**src/asp_pkg.sv**
```systemverilog
/*
  Shared constants and state encodings for the four-mode asynchronous serial
  port. Assumes a single peripheral clock drives the whole port.
*/
package asp_pkg;

  // ----------------------------------------------------------------------
  // rate constants
  // ----------------------------------------------------------------------
  localparam int OVERSAMPLE    = 16;              // line samples per bit
  localparam int MODE0_DIV     = 2;               // shift register rate
  localparam int MODE2_DIV     = 64;              // fixed 9-bit rate
  localparam int MODE2_OS_DIV  = MODE2_DIV / OVERSAMPLE;
  localparam logic [1:0] PRE_LAST = 2'(MODE2_OS_DIV - 1);

  // ----------------------------------------------------------------------
  // mode codes {mode_select_high, mode_select_low}
  // ----------------------------------------------------------------------
  localparam logic [1:0] MODE_SHIFT = 2'h0;
  localparam logic [1:0] MODE_8VAR  = 2'h1;
  localparam logic [1:0] MODE_9FIX  = 2'h2;
  localparam logic [1:0] MODE_9VAR  = 2'h3;

  // ----------------------------------------------------------------------
  // frame and counter constants
  // ----------------------------------------------------------------------
  localparam logic [3:0] FRAME8_BITS = 4'hA;      // start + 8 + stop
  localparam logic [3:0] FRAME9_BITS = 4'hB;      // start + 9 + stop
  localparam logic [3:0] RX8_BITS    = 4'h9;      // 8 data + stop
  localparam logic [3:0] RX9_BITS    = 4'hA;      // 9 data + stop
  localparam logic [3:0] SHIFT_BITS  = 4'h8;
  localparam logic [3:0] OS_LAST     = 4'hF;
  localparam logic [3:0] OS_MID      = 4'h7;
  localparam logic [7:0] SYNC_BYTE   = 8'h55;
  localparam int BAUD_W = 11;
  localparam int FRAC_W = 8;
  localparam logic RST_LINE = 1'b1;              // idle line level

  // ----------------------------------------------------------------------
  // state encodings
  // ----------------------------------------------------------------------
  typedef enum logic [1:0] {
    ASP_TX_IDLE = 2'b01,
    ASP_TX_BUSY = 2'b10
  } asp_tx_e;

  typedef enum logic [2:0] {
    ASP_RX_IDLE  = 3'b001,
    ASP_RX_START = 3'b010,
    ASP_RX_DATA  = 3'b100
  } asp_rx_e;

endpackage

```
**src/asp_baud.sv**
```systemverilog
/*
  Dedicated baud-rate generator with fractional divider. Produces a one-cycle
  oversampling tick on each underflow. Assumes control inputs are synchronous.
*/
`timescale 1ns/1ps
module asp_baud
  import asp_pkg::*;
(
  // clock and reset
  input  wire logic                core_clk,
  input  wire logic                sys_rst,
  // control
  input  wire logic                baud_enable,
  input  wire logic [BAUD_W-1:0]   baud_reload,
  input  wire logic [FRAC_W-1:0]   frac_step,
  // tick out
  output logic                     os_tick
);
  import asp_pkg::*;

  typedef struct packed {
    logic [FRAC_W-1:0] acc;
    logic [BAUD_W-1:0] cnt;
    logic              tick;
  } asp_baud_s;

  asp_baud_s s;
  asp_baud_s next_s;
  logic      carry;

  // ----------------------------------------------------------------------
  // divider: accumulator carry stalls the counter for fractional periods
  // ----------------------------------------------------------------------
  always_comb
  begin
    next_s = s;
    next_s.tick = 1'b0;
    carry = 1'b0;
    if (!baud_enable)
    begin
      next_s.cnt = baud_reload;
      next_s.acc = '0;
    end
    else
    begin
      {carry, next_s.acc} = {1'b0, s.acc} + {1'b0, frac_step};
      if (!carry)
      begin
        if (s.cnt == '0)
        begin
          next_s.cnt  = baud_reload;
          next_s.tick = 1'b1;
        end
        else
        begin
          next_s.cnt = s.cnt - 1'b1;
        end
      end
    end
  end

  // state register
  always_ff @(posedge core_clk or posedge sys_rst)
  begin
    if (sys_rst)
      s <= '0;
    else
      s <= next_s;
  end

  assign os_tick = s.tick;

endmodule

```
**src/asp_core.sv**
```systemverilog
/*
  Four-mode full-duplex serial port with buffered receiver, break and sync
  byte detection. Assumes software strobes are one-cycle pulses on core_clk
  and the serial inputs are asynchronous pins.
*/
// Functional notes
// - two select bits choose one of four modes
// - mode 0 shifts 8 bits at clock/2
// - mode 1: 8-bit frames at generator rate
// - modes 2/3 9-bit; mode 2 at clock/64
// - variable rate comes from generator underflow
// - generator has a fractional divider
// - frames of 8 or 9 bits, LSB first
// - transmitter and receiver run independently in modes 1-3
// - receive holding register frees the shifter
// - unread byte on completion: one is lost
// - data write loads and starts transmitter
// - data read returns separate receive register
// - interrupt on transmit and receive completion
// - detect break and sync byte on receive
// - first port: transceiver or test pins
`timescale 1ns/1ps
module asp_core
  import asp_pkg::*;
#(
  parameter bit IS_FIRST = 1'b1
)
(
  // clock and reset
  input  wire logic        core_clk,
  input  wire logic        sys_rst,
  // configuration
  input  wire logic        mode_select_high,
  input  wire logic        mode_select_low,
  input  wire logic        rx_enable,
  input  wire logic        test_sel,
  input  wire logic [10:0] baud_reload,
  input  wire logic [7:0]  frac_step,
  // serial_data_buffer access
  input  wire logic        tx_write,
  input  wire logic [7:0]  tx_data,
  input  wire logic        tx_bit9,
  input  wire logic        rd_strobe,
  output logic [7:0]       serial_data_buffer,
  output logic             rx_bit9,
  // flags
  input  wire logic        clr_tx_flag,
  input  wire logic        clr_rx_flag,
  input  wire logic        clr_err_flags,
  output logic             tx_busy,
  output logic             rx_full,
  output logic             tx_flag,
  output logic             rx_flag,
  output logic             overrun,
  output logic             brk_flag,
  output logic             sync_flag,
  output logic             irq,
  // serial pins
  input  wire logic        lin_rxd,
  input  wire logic        gpio_rxd,
  output logic             lin_txd,
  output logic             gpio_txd,
  output logic             shift_clk
);
  import asp_pkg::*;

  typedef struct packed {
    logic       sync1, sync2, prev;
    logic [1:0] pre;
    asp_tx_e    tx_state;
    logic [10:0] tx_shift;
    logic [3:0] tx_cnt, tx_os;
    asp_rx_e    rx_state;
    logic [9:0] rx_shift;
    logic [3:0] rx_cnt, rx_os;
    logic [7:0] rx_data;
    logic       rx_b9, full, txf, rxf, ovr, brk, syn, brk_seen;
    logic       busy, txd, sclk, irq, lin_txd, gpio_txd;
  } asp_core_s;

  asp_core_s  s;
  asp_core_s  next_s;
  logic [1:0] mode;
  logic       nine, os_tick, baud_tick, rx_pin;
  logic       load_rx, check_lin;
  logic [7:0] ld_data;
  logic       ld_b9;
  logic [9:0] f;

  // ----------------------------------------------------------------------
  // mode decode and rate selection
  // ----------------------------------------------------------------------
  assign mode = {mode_select_high, mode_select_low};
  assign nine = mode[1];
  // first instance: transceiver, or test pins when test_sel is high
  assign rx_pin = (IS_FIRST && !test_sel) ? lin_rxd : gpio_rxd;
  // mode 2 ticks every 4 clocks: 16 ticks make 64 clocks per bit
  assign os_tick = (mode == MODE_9FIX) ? (s.pre == PRE_LAST)
                 : ((mode != MODE_SHIFT) && baud_tick);

  asp_baud u_baud (
    .core_clk    (core_clk),
    .sys_rst     (sys_rst),
    .baud_enable (mode[0]),
    .baud_reload (baud_reload),
    .frac_step   (frac_step),
    .os_tick     (baud_tick)
  );

  // ----------------------------------------------------------------------
  // next-state logic
  // ----------------------------------------------------------------------
  always_comb
  begin
    next_s = s;
    load_rx = 1'b0;
    check_lin = 1'b0;
    ld_data = '0;
    ld_b9 = 1'b0;
    f = {s.sync2, s.rx_shift[9:1]};
    next_s.sync1 = rx_pin;
    next_s.sync2 = s.sync1;
    next_s.prev  = s.sync2;
    next_s.pre   = s.pre + 2'h1;
    // software clears first so that hardware sets below win
    if (clr_tx_flag) next_s.txf = 1'b0;
    if (clr_rx_flag) next_s.rxf = 1'b0;
    if (clr_err_flags)
    begin
      next_s.ovr = 1'b0;
      next_s.brk = 1'b0;
      next_s.syn = 1'b0;
    end
    if (rd_strobe) next_s.full = 1'b0;

    // transmitter, independent of the receiver machine
    unique case (s.tx_state)
      ASP_TX_IDLE:
      begin
        next_s.sclk = 1'b1;
        if (tx_write)
        begin
          next_s.tx_state = ASP_TX_BUSY;
          next_s.tx_os = '0;
          if (mode == MODE_SHIFT)
          begin
            next_s.txd = tx_data[0];
            next_s.tx_shift = {4'hF, tx_data[7:1]};
            next_s.tx_cnt = SHIFT_BITS;
          end
          else
          begin
            next_s.tx_shift = {1'b1, nine ? tx_bit9 : 1'b1, tx_data, 1'b0};
            next_s.tx_cnt = nine ? FRAME9_BITS : FRAME8_BITS;
            next_s.tx_os = OS_LAST;
          end
        end
      end
      ASP_TX_BUSY:
      begin
        if (mode == MODE_SHIFT)
        begin
          // two clocks per bit: low phase, then rising edge samples input
          if (s.tx_os == '0)
          begin
            next_s.sclk = 1'b0;
            next_s.tx_os = 4'h1;
          end
          else
          begin
            next_s.sclk = 1'b1;
            next_s.tx_os = '0;
            next_s.rx_shift = {s.sync2, s.rx_shift[9:1]};
            next_s.tx_cnt = s.tx_cnt - 4'h1;
            if (s.tx_cnt == 4'h1)
            begin
              next_s.tx_state = ASP_TX_IDLE;
              next_s.txf = 1'b1;
              load_rx = 1'b1;
              ld_data = f[9:2];
              // park the line high, or a later frame mode would start in a break
              next_s.txd = RST_LINE;
            end
            else
            begin
              next_s.txd = s.tx_shift[0];
              next_s.tx_shift = {1'b1, s.tx_shift[10:1]};
            end
          end
        end
        else if (os_tick)
        begin
          next_s.tx_os = s.tx_os + 4'h1;
          if (s.tx_os == OS_LAST)
          begin
            if (s.tx_cnt == '0)
            begin
              next_s.tx_state = ASP_TX_IDLE;
              next_s.txf = 1'b1;
            end
            else
            begin
              next_s.txd = s.tx_shift[0];
              next_s.tx_shift = {1'b1, s.tx_shift[10:1]};
              next_s.tx_cnt = s.tx_cnt - 4'h1;
            end
          end
        end
      end
    endcase

    // asynchronous receiver; idle in mode 0
    unique case (s.rx_state)
      ASP_RX_IDLE:
      begin
        next_s.rx_os = '0;
        if ((mode != MODE_SHIFT) && s.prev && !s.sync2)
          next_s.rx_state = ASP_RX_START;
      end
      ASP_RX_START:
      begin
        if (os_tick)
        begin
          next_s.rx_os = s.rx_os + 4'h1;
          if (s.rx_os == OS_MID)
          begin
            // a start bit gone high at mid-bit was a glitch
            next_s.rx_state = s.sync2 ? ASP_RX_IDLE : ASP_RX_DATA;
            next_s.rx_os = '0;
            next_s.rx_cnt = nine ? RX9_BITS : RX8_BITS;
          end
        end
      end
      ASP_RX_DATA:
      begin
        if (os_tick)
        begin
          next_s.rx_os = s.rx_os + 4'h1;
          if (s.rx_os == OS_LAST)
          begin
            next_s.rx_shift = f;
            next_s.rx_cnt = s.rx_cnt - 4'h1;
            if (s.rx_cnt == 4'h1)
            begin
              next_s.rx_state = ASP_RX_IDLE;
              load_rx = 1'b1;
              check_lin = 1'b1;
              ld_data = nine ? f[7:0] : f[8:1];
              ld_b9 = nine ? f[8] : f[9];
            end
          end
        end
      end
      default:
        next_s.rx_state = ASP_RX_IDLE;
    endcase
    if (mode == MODE_SHIFT)
      next_s.rx_state = ASP_RX_IDLE;

    // break: all-zero data plus a low stop bit (mode 1) or low ninth bit (modes 2/3); sync follows a break
    if (check_lin)
    begin
      if ((ld_data == '0) && !ld_b9)
      begin
        next_s.brk = 1'b1;
        next_s.brk_seen = 1'b1;
      end
      else
      begin
        if (s.brk_seen && (ld_data == SYNC_BYTE))
          next_s.syn = 1'b1;
        next_s.brk_seen = 1'b0;
      end
    end

    // holding register: a full, unread buffer keeps the older byte
    if (load_rx && rx_enable)
    begin
      if (s.full && !rd_strobe)
        next_s.ovr = 1'b1;
      else
      begin
        next_s.rx_data = ld_data;
        next_s.rx_b9 = ld_b9;
        next_s.full = 1'b1;
        next_s.rxf = 1'b1;
      end
    end

    next_s.busy = (next_s.tx_state == ASP_TX_BUSY);
    next_s.irq = next_s.txf || next_s.rxf;
    next_s.lin_txd = (IS_FIRST && !test_sel) ? next_s.txd : RST_LINE;
    next_s.gpio_txd = (IS_FIRST && !test_sel) ? RST_LINE : next_s.txd;
  end

  // ----------------------------------------------------------------------
  // state register
  // ----------------------------------------------------------------------
  always_ff @(posedge core_clk or posedge sys_rst)
  begin
    if (sys_rst)
    begin
      s <= '0;
      s.sync1 <= RST_LINE;
      s.sync2 <= RST_LINE;
      s.prev <= RST_LINE;
      s.tx_state <= ASP_TX_IDLE;
      s.rx_state <= ASP_RX_IDLE;
      s.txd <= RST_LINE;
      s.sclk <= 1'b1;
      s.lin_txd <= RST_LINE;
      s.gpio_txd <= RST_LINE;
    end
    else
      s <= next_s;
  end

  assign serial_data_buffer = s.rx_data;
  assign rx_bit9   = s.rx_b9;
  assign tx_busy   = s.busy;
  assign rx_full   = s.full;
  assign tx_flag   = s.txf;
  assign rx_flag   = s.rxf;
  assign overrun   = s.ovr;
  assign brk_flag  = s.brk;
  assign sync_flag = s.syn;
  assign irq       = s.irq;
  assign lin_txd   = s.lin_txd;
  assign gpio_txd  = s.gpio_txd;
  assign shift_clk = s.sclk;
endmodule

```
**config.mk**
```make
export PLATFORM = sky130hd
export DESIGN_NAME = asp_core
export DESIGN_NICKNAME = d
export VERILOG_FILES = /design/src/asp_pkg.sv /design/src/asp_baud.sv /design/src/asp_core.sv
export SDC_FILE = /design/constraint.sdc
export NUM_CORES = 1
export LEC_CHECK = 0
export BUFFER_PORTS_ARGS = -buffer_cell sky130_fd_sc_hd__clkbuf_2
export CAP_MARGIN = 20
export CELL_PAD_IN_SITES_DETAIL_PLACEMENT = 1
export CELL_PAD_IN_SITES_GLOBAL_PLACEMENT = 1
export CORE_UTILIZATION = 46
export DETAILED_ROUTE_END_ITERATION = 12
export PLACE_DENSITY = 0.9
export SLEW_MARGIN = 20
export SYNTH_ARGS = -nofsm -noshare
export SYNTH_HDL_FRONTEND = slang
export SYNTH_SLANG_ARGS = --single-unit
export TNS_END_PERCENT = 30
```
**constraint.sdc**
```tcl
create_clock -name core_clk -period 4.34 [get_ports core_clk]
set_clock_uncertainty 0.1 [all_clocks]
set_input_delay 1.302 -clock core_clk [delete_from_list [all_inputs] [get_ports core_clk]]
set_output_delay 1.302 -clock core_clk [all_outputs]
set_load 0.02 [all_outputs]
```
-- Word-level counts from Yosys, hierarchy flattened
Index checks and enable logic that the tools add are counted.
- bits of input ports: 41
- output and inout bits: 20
- flip-flop bits (word level): 89
- word-level logic and storage cells: 196
- mux-type cells: 100
- reduce and logical (&&, ||, !) cells: 26
- bitwise operators: 1
- $add $sub $neg: 7
- equal/unequal tests: 32
- operator list (kind ; count):
    2-to-1 mux 8 bit ; 11
    2-to-1 mux 21 bit ; 4
    2-to-1 mux 1 bit ; 54
    2-to-1 mux 17 bit ; 3
    one-hot mux 21 bit (2 select lines) ; 1
    2-to-1 mux 10 bit ; 4
    inequality test 3 bit (second input constant) ; 11
    2-to-1 mux 3 bit ; 8
    2-to-1 mux 11 bit ; 2
    2-to-1 mux 19 bit ; 1
    2-to-1 mux 15 bit ; 1
    2-to-1 mux 14 bit ; 1
    inequality test 2 bit (second input constant) ; 7
    2-to-1 mux 12 bit ; 1
    one-hot mux 4 bit (3 select lines) ; 1
    AND reduction 6 bit ; 2
    zero test 11 bit ; 1
    subtractor 11 x 1 -> 11 bit (second input constant) ; 1
    AND reduction 5 bit ; 2
    adder 8 x 8 -> 9 bit ; 1
    one-hot mux 3 bit (3 select lines) ; 1
    adder 4 x 1 -> 4 bit (second input constant) ; 2
    == test 2 bit (second input constant) ; 4
    == test 4 x 1 -> 1 bit (second input constant) ; 2
    24 further kinds ; 40

-- Logic depth before layout (Yosys ltp)
- word-level depth: 14
- depth in mapped cells: 8
- mapped depth without buffers: 7

-- By module
Synthesis repeated with hierarchy kept, for this count alone.
- cell total of the unflattened synthesis: 533
- area total of the unflattened synthesis: 5193.7 µm²
- modules (own cells, without submodules) (module ; seq. area each (µm²) ; area an instance (µm²) ; cells each ; instances):
    asp_core ; 1712.9 ; 3768.6 ; 374 ; 1
    asp_baud ; 500.5 ; 1425.1 ; 159 ; 1

-- Worst setup path before layout
OpenSTA, ideal clock, no wires.
- kind: input to register
- start point: in frac_step[0]
- end point: reg u_baud.s[11] (netlist bit)
- buffers on the path: 1
- arrival: 3.224 ns
- slack: 0.947 ns
- cell stages on the path: 8
- library setup time: 0.069 ns
- path through: ha_1 -> fa_1 -> a211oi_2 -> o21ai_1 -> and2_1 -> buf_6 -> or4_1 -> nand3_1
- longest elaborated chain between the ends: 2
- RTL lines (item ; RTL line ; source):
    start, declared ; asp_core.sv:38 ; input wire logic [7:0] frac_step,
    adder 8 x 8 -> 9 bit ; asp_baud.sv:46 ; {carry, next_s.acc} = {1'b0, s.acc} + {1'b0, frac_step};
    inequality test 2 bit (no line) ; -- ;
    end signal, assigned ; asp_baud.sv:68 ; s <= next_s;
    end, declared ; asp_baud.sv:27 ; asp_baud_s s;
Every way passes these cells.
A chain may end at the register's enable or synchronous reset.

-- Worst setup path after layout
- start point: in mode_select_high
- end point: reg s[54] (netlist bit)
- longest elaborated chain between the ends: 5
- RTL lines (item ; RTL line ; source):
    start, declared ; asp_core.sv:33 ; input wire logic mode_select_high,
    nonzero test 2 bit ; asp_core.sv:99 ; : ((mode != MODE_SHIFT) && baud_tick);
    logical AND 1 bit ; asp_core.sv:99 ;
    2-to-1 mux 1 bit ; asp_core.sv:98 ; assign os_tick = (mode == MODE_9FIX) ? (s.pre == PRE_LAST)
    inequality test 3 bit (no line) ; -- ;
    AND reduction 6 bit (no line) ; -- ;
    end signal, assigned ; asp_core.sv:315 ; s <= next_s;
    end, declared ; asp_core.sv:81 ; asp_core_s s;
Parallel ways exist; a longest one is shown, timed or not. The select of a mux whose other input is x is not followed.

==> results.md <==
| Item | Reported | Unit |
|---|---|---|
| Clock edge transition at the registers on the reported setup and hold paths | 0.07 | ns |
| Initial Util | 0.481 | - |
| Std-Cell Rows | 38 | - |
| Die width | 109 | um |
| Crit path max-delay family | compound AO/OA/AOI/OAI gates | - |
| Kind of start point of the critical path | input pin | - |
| Post-route clock period utilization | 0.805 | - |
| Pleak | 2.71 | nW |
| Via count of the first global-routing pass | 4742 | - |
| Maximum achievable frequency | 286 | MHz |
| Actual transition at the worst max-transition pin | 0.945 | ns |
| Most frequent standard cell in the layout excluding fill and tap cells | dfrtp_1 | - |
| Startpoint of the lowest-slack register-to-register path | u_baud.s[12] | - |
| Number of post-CTS setup repair buffers | 0 | - |
| Final cell count without fillers | 699 | - |
| Run status | finished, final reports clean | - |
| Master cell of the clock root buffer | clkbuf_16 | - |
| Number of cells produced by synthesis | 508 | - |
| Crit path time final | 3.49 | ns |
| Relative slew slack | 0.369 | - |
| Fraction of post-synthesis cell area in the top cell type by area | 0.373 | - |
| Setup crit end kind | register | - |
| Most used DFF post-synth | dfrtp_1 | - |
| Fraction of final layout cells sized beyond drive strength 1 | 0.261 | - |
| Overall global routing resource usage | 0.257 | - |
| Post-synth EDFFs | 0 | - |
| Worst Hold Launch | next_s[67] | - |
| Leading cell types in the layout, fill and taps excluded | dfrtp_1, clkbuf_2, o21ai_0 | - |
| Final antenna diode count | 0 | - |
| Num CTS Buffers | 9 | - |
| Yosys warnings | 0 | - |
| Critical path, cell by cell | clkbuf_2 -> or2_1 -> o21ai_1 -> o211ai_2 -> a31o_2 -> mux2_2 | - |
| Die outline height | 109 | um |
| Fin. max-slew vios | 0 | - |
| Maxcap violations | 0 | - |
| Power density over cell area | 554 | nW/um^2 |
| Biggest area consumer among synthesized cells | dfrtp_1 | - |
| Part of the Yosys area used for sequential elements | 0.417 | - |
| Initial antenna violation count | 0 | - |
| Post-synthesis area per instance | 10.4 | sq um |
| Hold buffers post-CTS | 0 | - |
| Switching share of total power | 0.386 | - |
| Signal arrival time at the worst endpoint | 3.62 | ns |
| Source-to-sink clock delay at the later pin of the worst-skew pair | 0.34 | ns |
| HPWL after detailed placement | 9820 | um |
| Clk pwr share | 0.228 | - |
| Setup repair after global routing missed its margin | false | - |
| CTS tree | done | - |
| Ports placed on the boundary | 61 | - |
| Cell types with the largest area share after synthesis | dfrtp_1, mux2_4, dfstp_2, ha_1, mux2_2 | - |
| Total net switching power | 1.26 | mW |
| Layout net count | 614 | - |
| Crit path kind | in -> reg | - |
| Vias/cell | 6.11 | - |
| Standard cell core area | 11000 | sq um |
| DRC violations left | 0 | - |
| Sink count of the clock tree | 88 | - |
| Worst min path class | reg -> reg | - |
| Flip-flop and latch count after synthesis | 88 | - |
| Level count of the clock H-tree | 3 | - |
| DIE AREA | 12000 | sq um |
| Count of buffering cells on the critical path with inverters included | 1 | - |
| Max clock buf depth | 2 | - |
| Critical-path cell with the highest stage delay | or2_1 | - |
| Post-route core utilization | 0.534 | - |
| Largest net degree at the start of global routing | 53 | - |
| P&R area growth vs syn | 11.2 | % |
| First-pass GRT wire length | 23500 | um |
| Placer's final routability congestion estimate | 0.832 | - |
| Async set or reset register ratio after synthesis | 1.00 | - |
| Biggest fanout along the worst timing path | 22 | - |
| Number of port buffers | 60 | - |
| Post-synth design cell area | 5300 | sq um |
| Internal power contribution | 2.00 | mW |
| Average wire length per cell after detail routing | 20.6 | um |
| ANT nets after route | 0 | - |
| Number of different library cells in the post-synthesis netlist | 77 | - |
| Total detailed-routing wirelength | 14400 | um |
| Overall overflow remaining after global route | 0 | - |
| First-iteration detailed-routing DRC count | 200 | - |
| Nets in the synthesized netlist | 568 | - |
| Share of power burned in registers | 0.385 | - |
| Peak supply drop | 0.000233 | V |
| Startpoint of the most critical setup path | mode_select_high | - |
| Pre-Repair DR Iteration Count | 4 | - |
| Critical path's largest stage delay | 0.52 | ns |
| Count of final setup violators | 0 | - |
| Number of hold violations in the final report | 0 | - |
| Sum of negative setup slack | 0 | ns |
| Total vias in the final route | 4268 | - |
| Combinational power share | 0.387 | - |
| Placed instance count | 683 | - |
| Critical path data required time | 4.46 | ns |
| Number of cells upsized or downsized after cts | 0 | - |
## worst paths after layout
path	depth (start not counted)	end	slack, ns
min reg2reg	0	f[9]	0.26
max reg2reg	7	u_baud.s[7]	1.61
min in group asynchronous	2	u_baud.s[1]	1.04
max	6	s[54]	0.85
max in group asynchronous	3	s[40]	2.34
min	0	f[9]	0.26
## cell usage after synthesis, drive strengths merged (12+ instances only)
master / instances
nand2: 28
buf: 20
nand2b: 12
inv: 26
ha: 18
mux2: 45
dfrtp: 79
nor2: 27
nor3: 12
o21ai: 37
a21oi: 22
## cells by family (layout without fill, tap and decap cells)
logic type | after synthesis | in the layout | synth area share
flops | 88 | 88 | 0.417
fa+ha+maj | 19 | 19 | 0.0462
buf+inv | 55 | 106 | 0.0566
xor+xnor | 5 | 5 | 0.00826
compound gates | 136 | 136 | 0.180
mux | 56 | 56 | 0.128
simple gates | 149 | 149 | 0.163
## metal layers
layer  vias up  global-route usage  routed length, um
met5         -                   0                  0
met4         0               0.112                413
met3        34              0.0474                427
met2        86               0.459               7490
met1      2186               0.301               6050
li1       1962                   -                  -
## stage by stage
step / power [mW] / hold WS, ns / setup slack (ns) / area (sq um)
5_1_grt: 3.44 / 0.264 / 0.751 / 5890
3_3_place_gp: 2.37 / 0.246 / 0.679 / 5620
4_1_cts: 3.27 / 0.260 / 0.875 / 5890
2_1_floorplan: 2.18 / 0.245 / 0.674 / 5300
6_report: 3.26 / 0.259 / 0.847 / 5890
3_5_place_dp: 2.48 / 0.247 / 0.539 / 5620
## sequential cells by signal, summed over array words and instances (netlist names)
signal / count
lin_txd: 1
f: 10
tx_flag: 1
rx_bit9: 1
u_baud.os_tick: 1
irq: 1
tx_busy: 1
rx_flag: 1
gpio_txd: 1
overrun: 1
s: 37
rx_full: 1
serial_data_buffer: 8
sync_flag: 1
brk_flag: 1
shift_clk: 1
u_baud.s: 19
next_s: 1
## power groups by stage
stage               Combinational [mW]  Sequential [mW]  Clock [mW]
finish                            1.26             1.26       0.743
CTS                               1.26             1.25       0.751
floorplan                        0.964             1.22           0
global placement                  1.13             1.23           0
global route                      1.37             1.28       0.786
detailed placement                1.22             1.25           0
## worst reg2reg max path: cells and delay by family (launching register included)
| kind | cells | cell delay, ns |
|---|---|---|
| and+or+nand+nor | 1 | 0.29 |
| AOI/OAI and AO/OA | 4 | 1.15 |
| DFF | 1 | 0.36 |
| adders and majority gates | 2 | 0.69 |
## area by class of cell
type / count / area [sq um]
Clock buffer: 12 / 246
Clock inverter: 4 / 28.8
Fill cell: 1252 / 5140
Inverter: 26 / 98.8
Multi-Input combinational cell: 365 / 2790
Sequential cell: 88 / 2210
Tap cell: 140 / 175
Timing Repair Buffer: 64 / 343
Note: power is estimated with default switching activity, not from simulation.
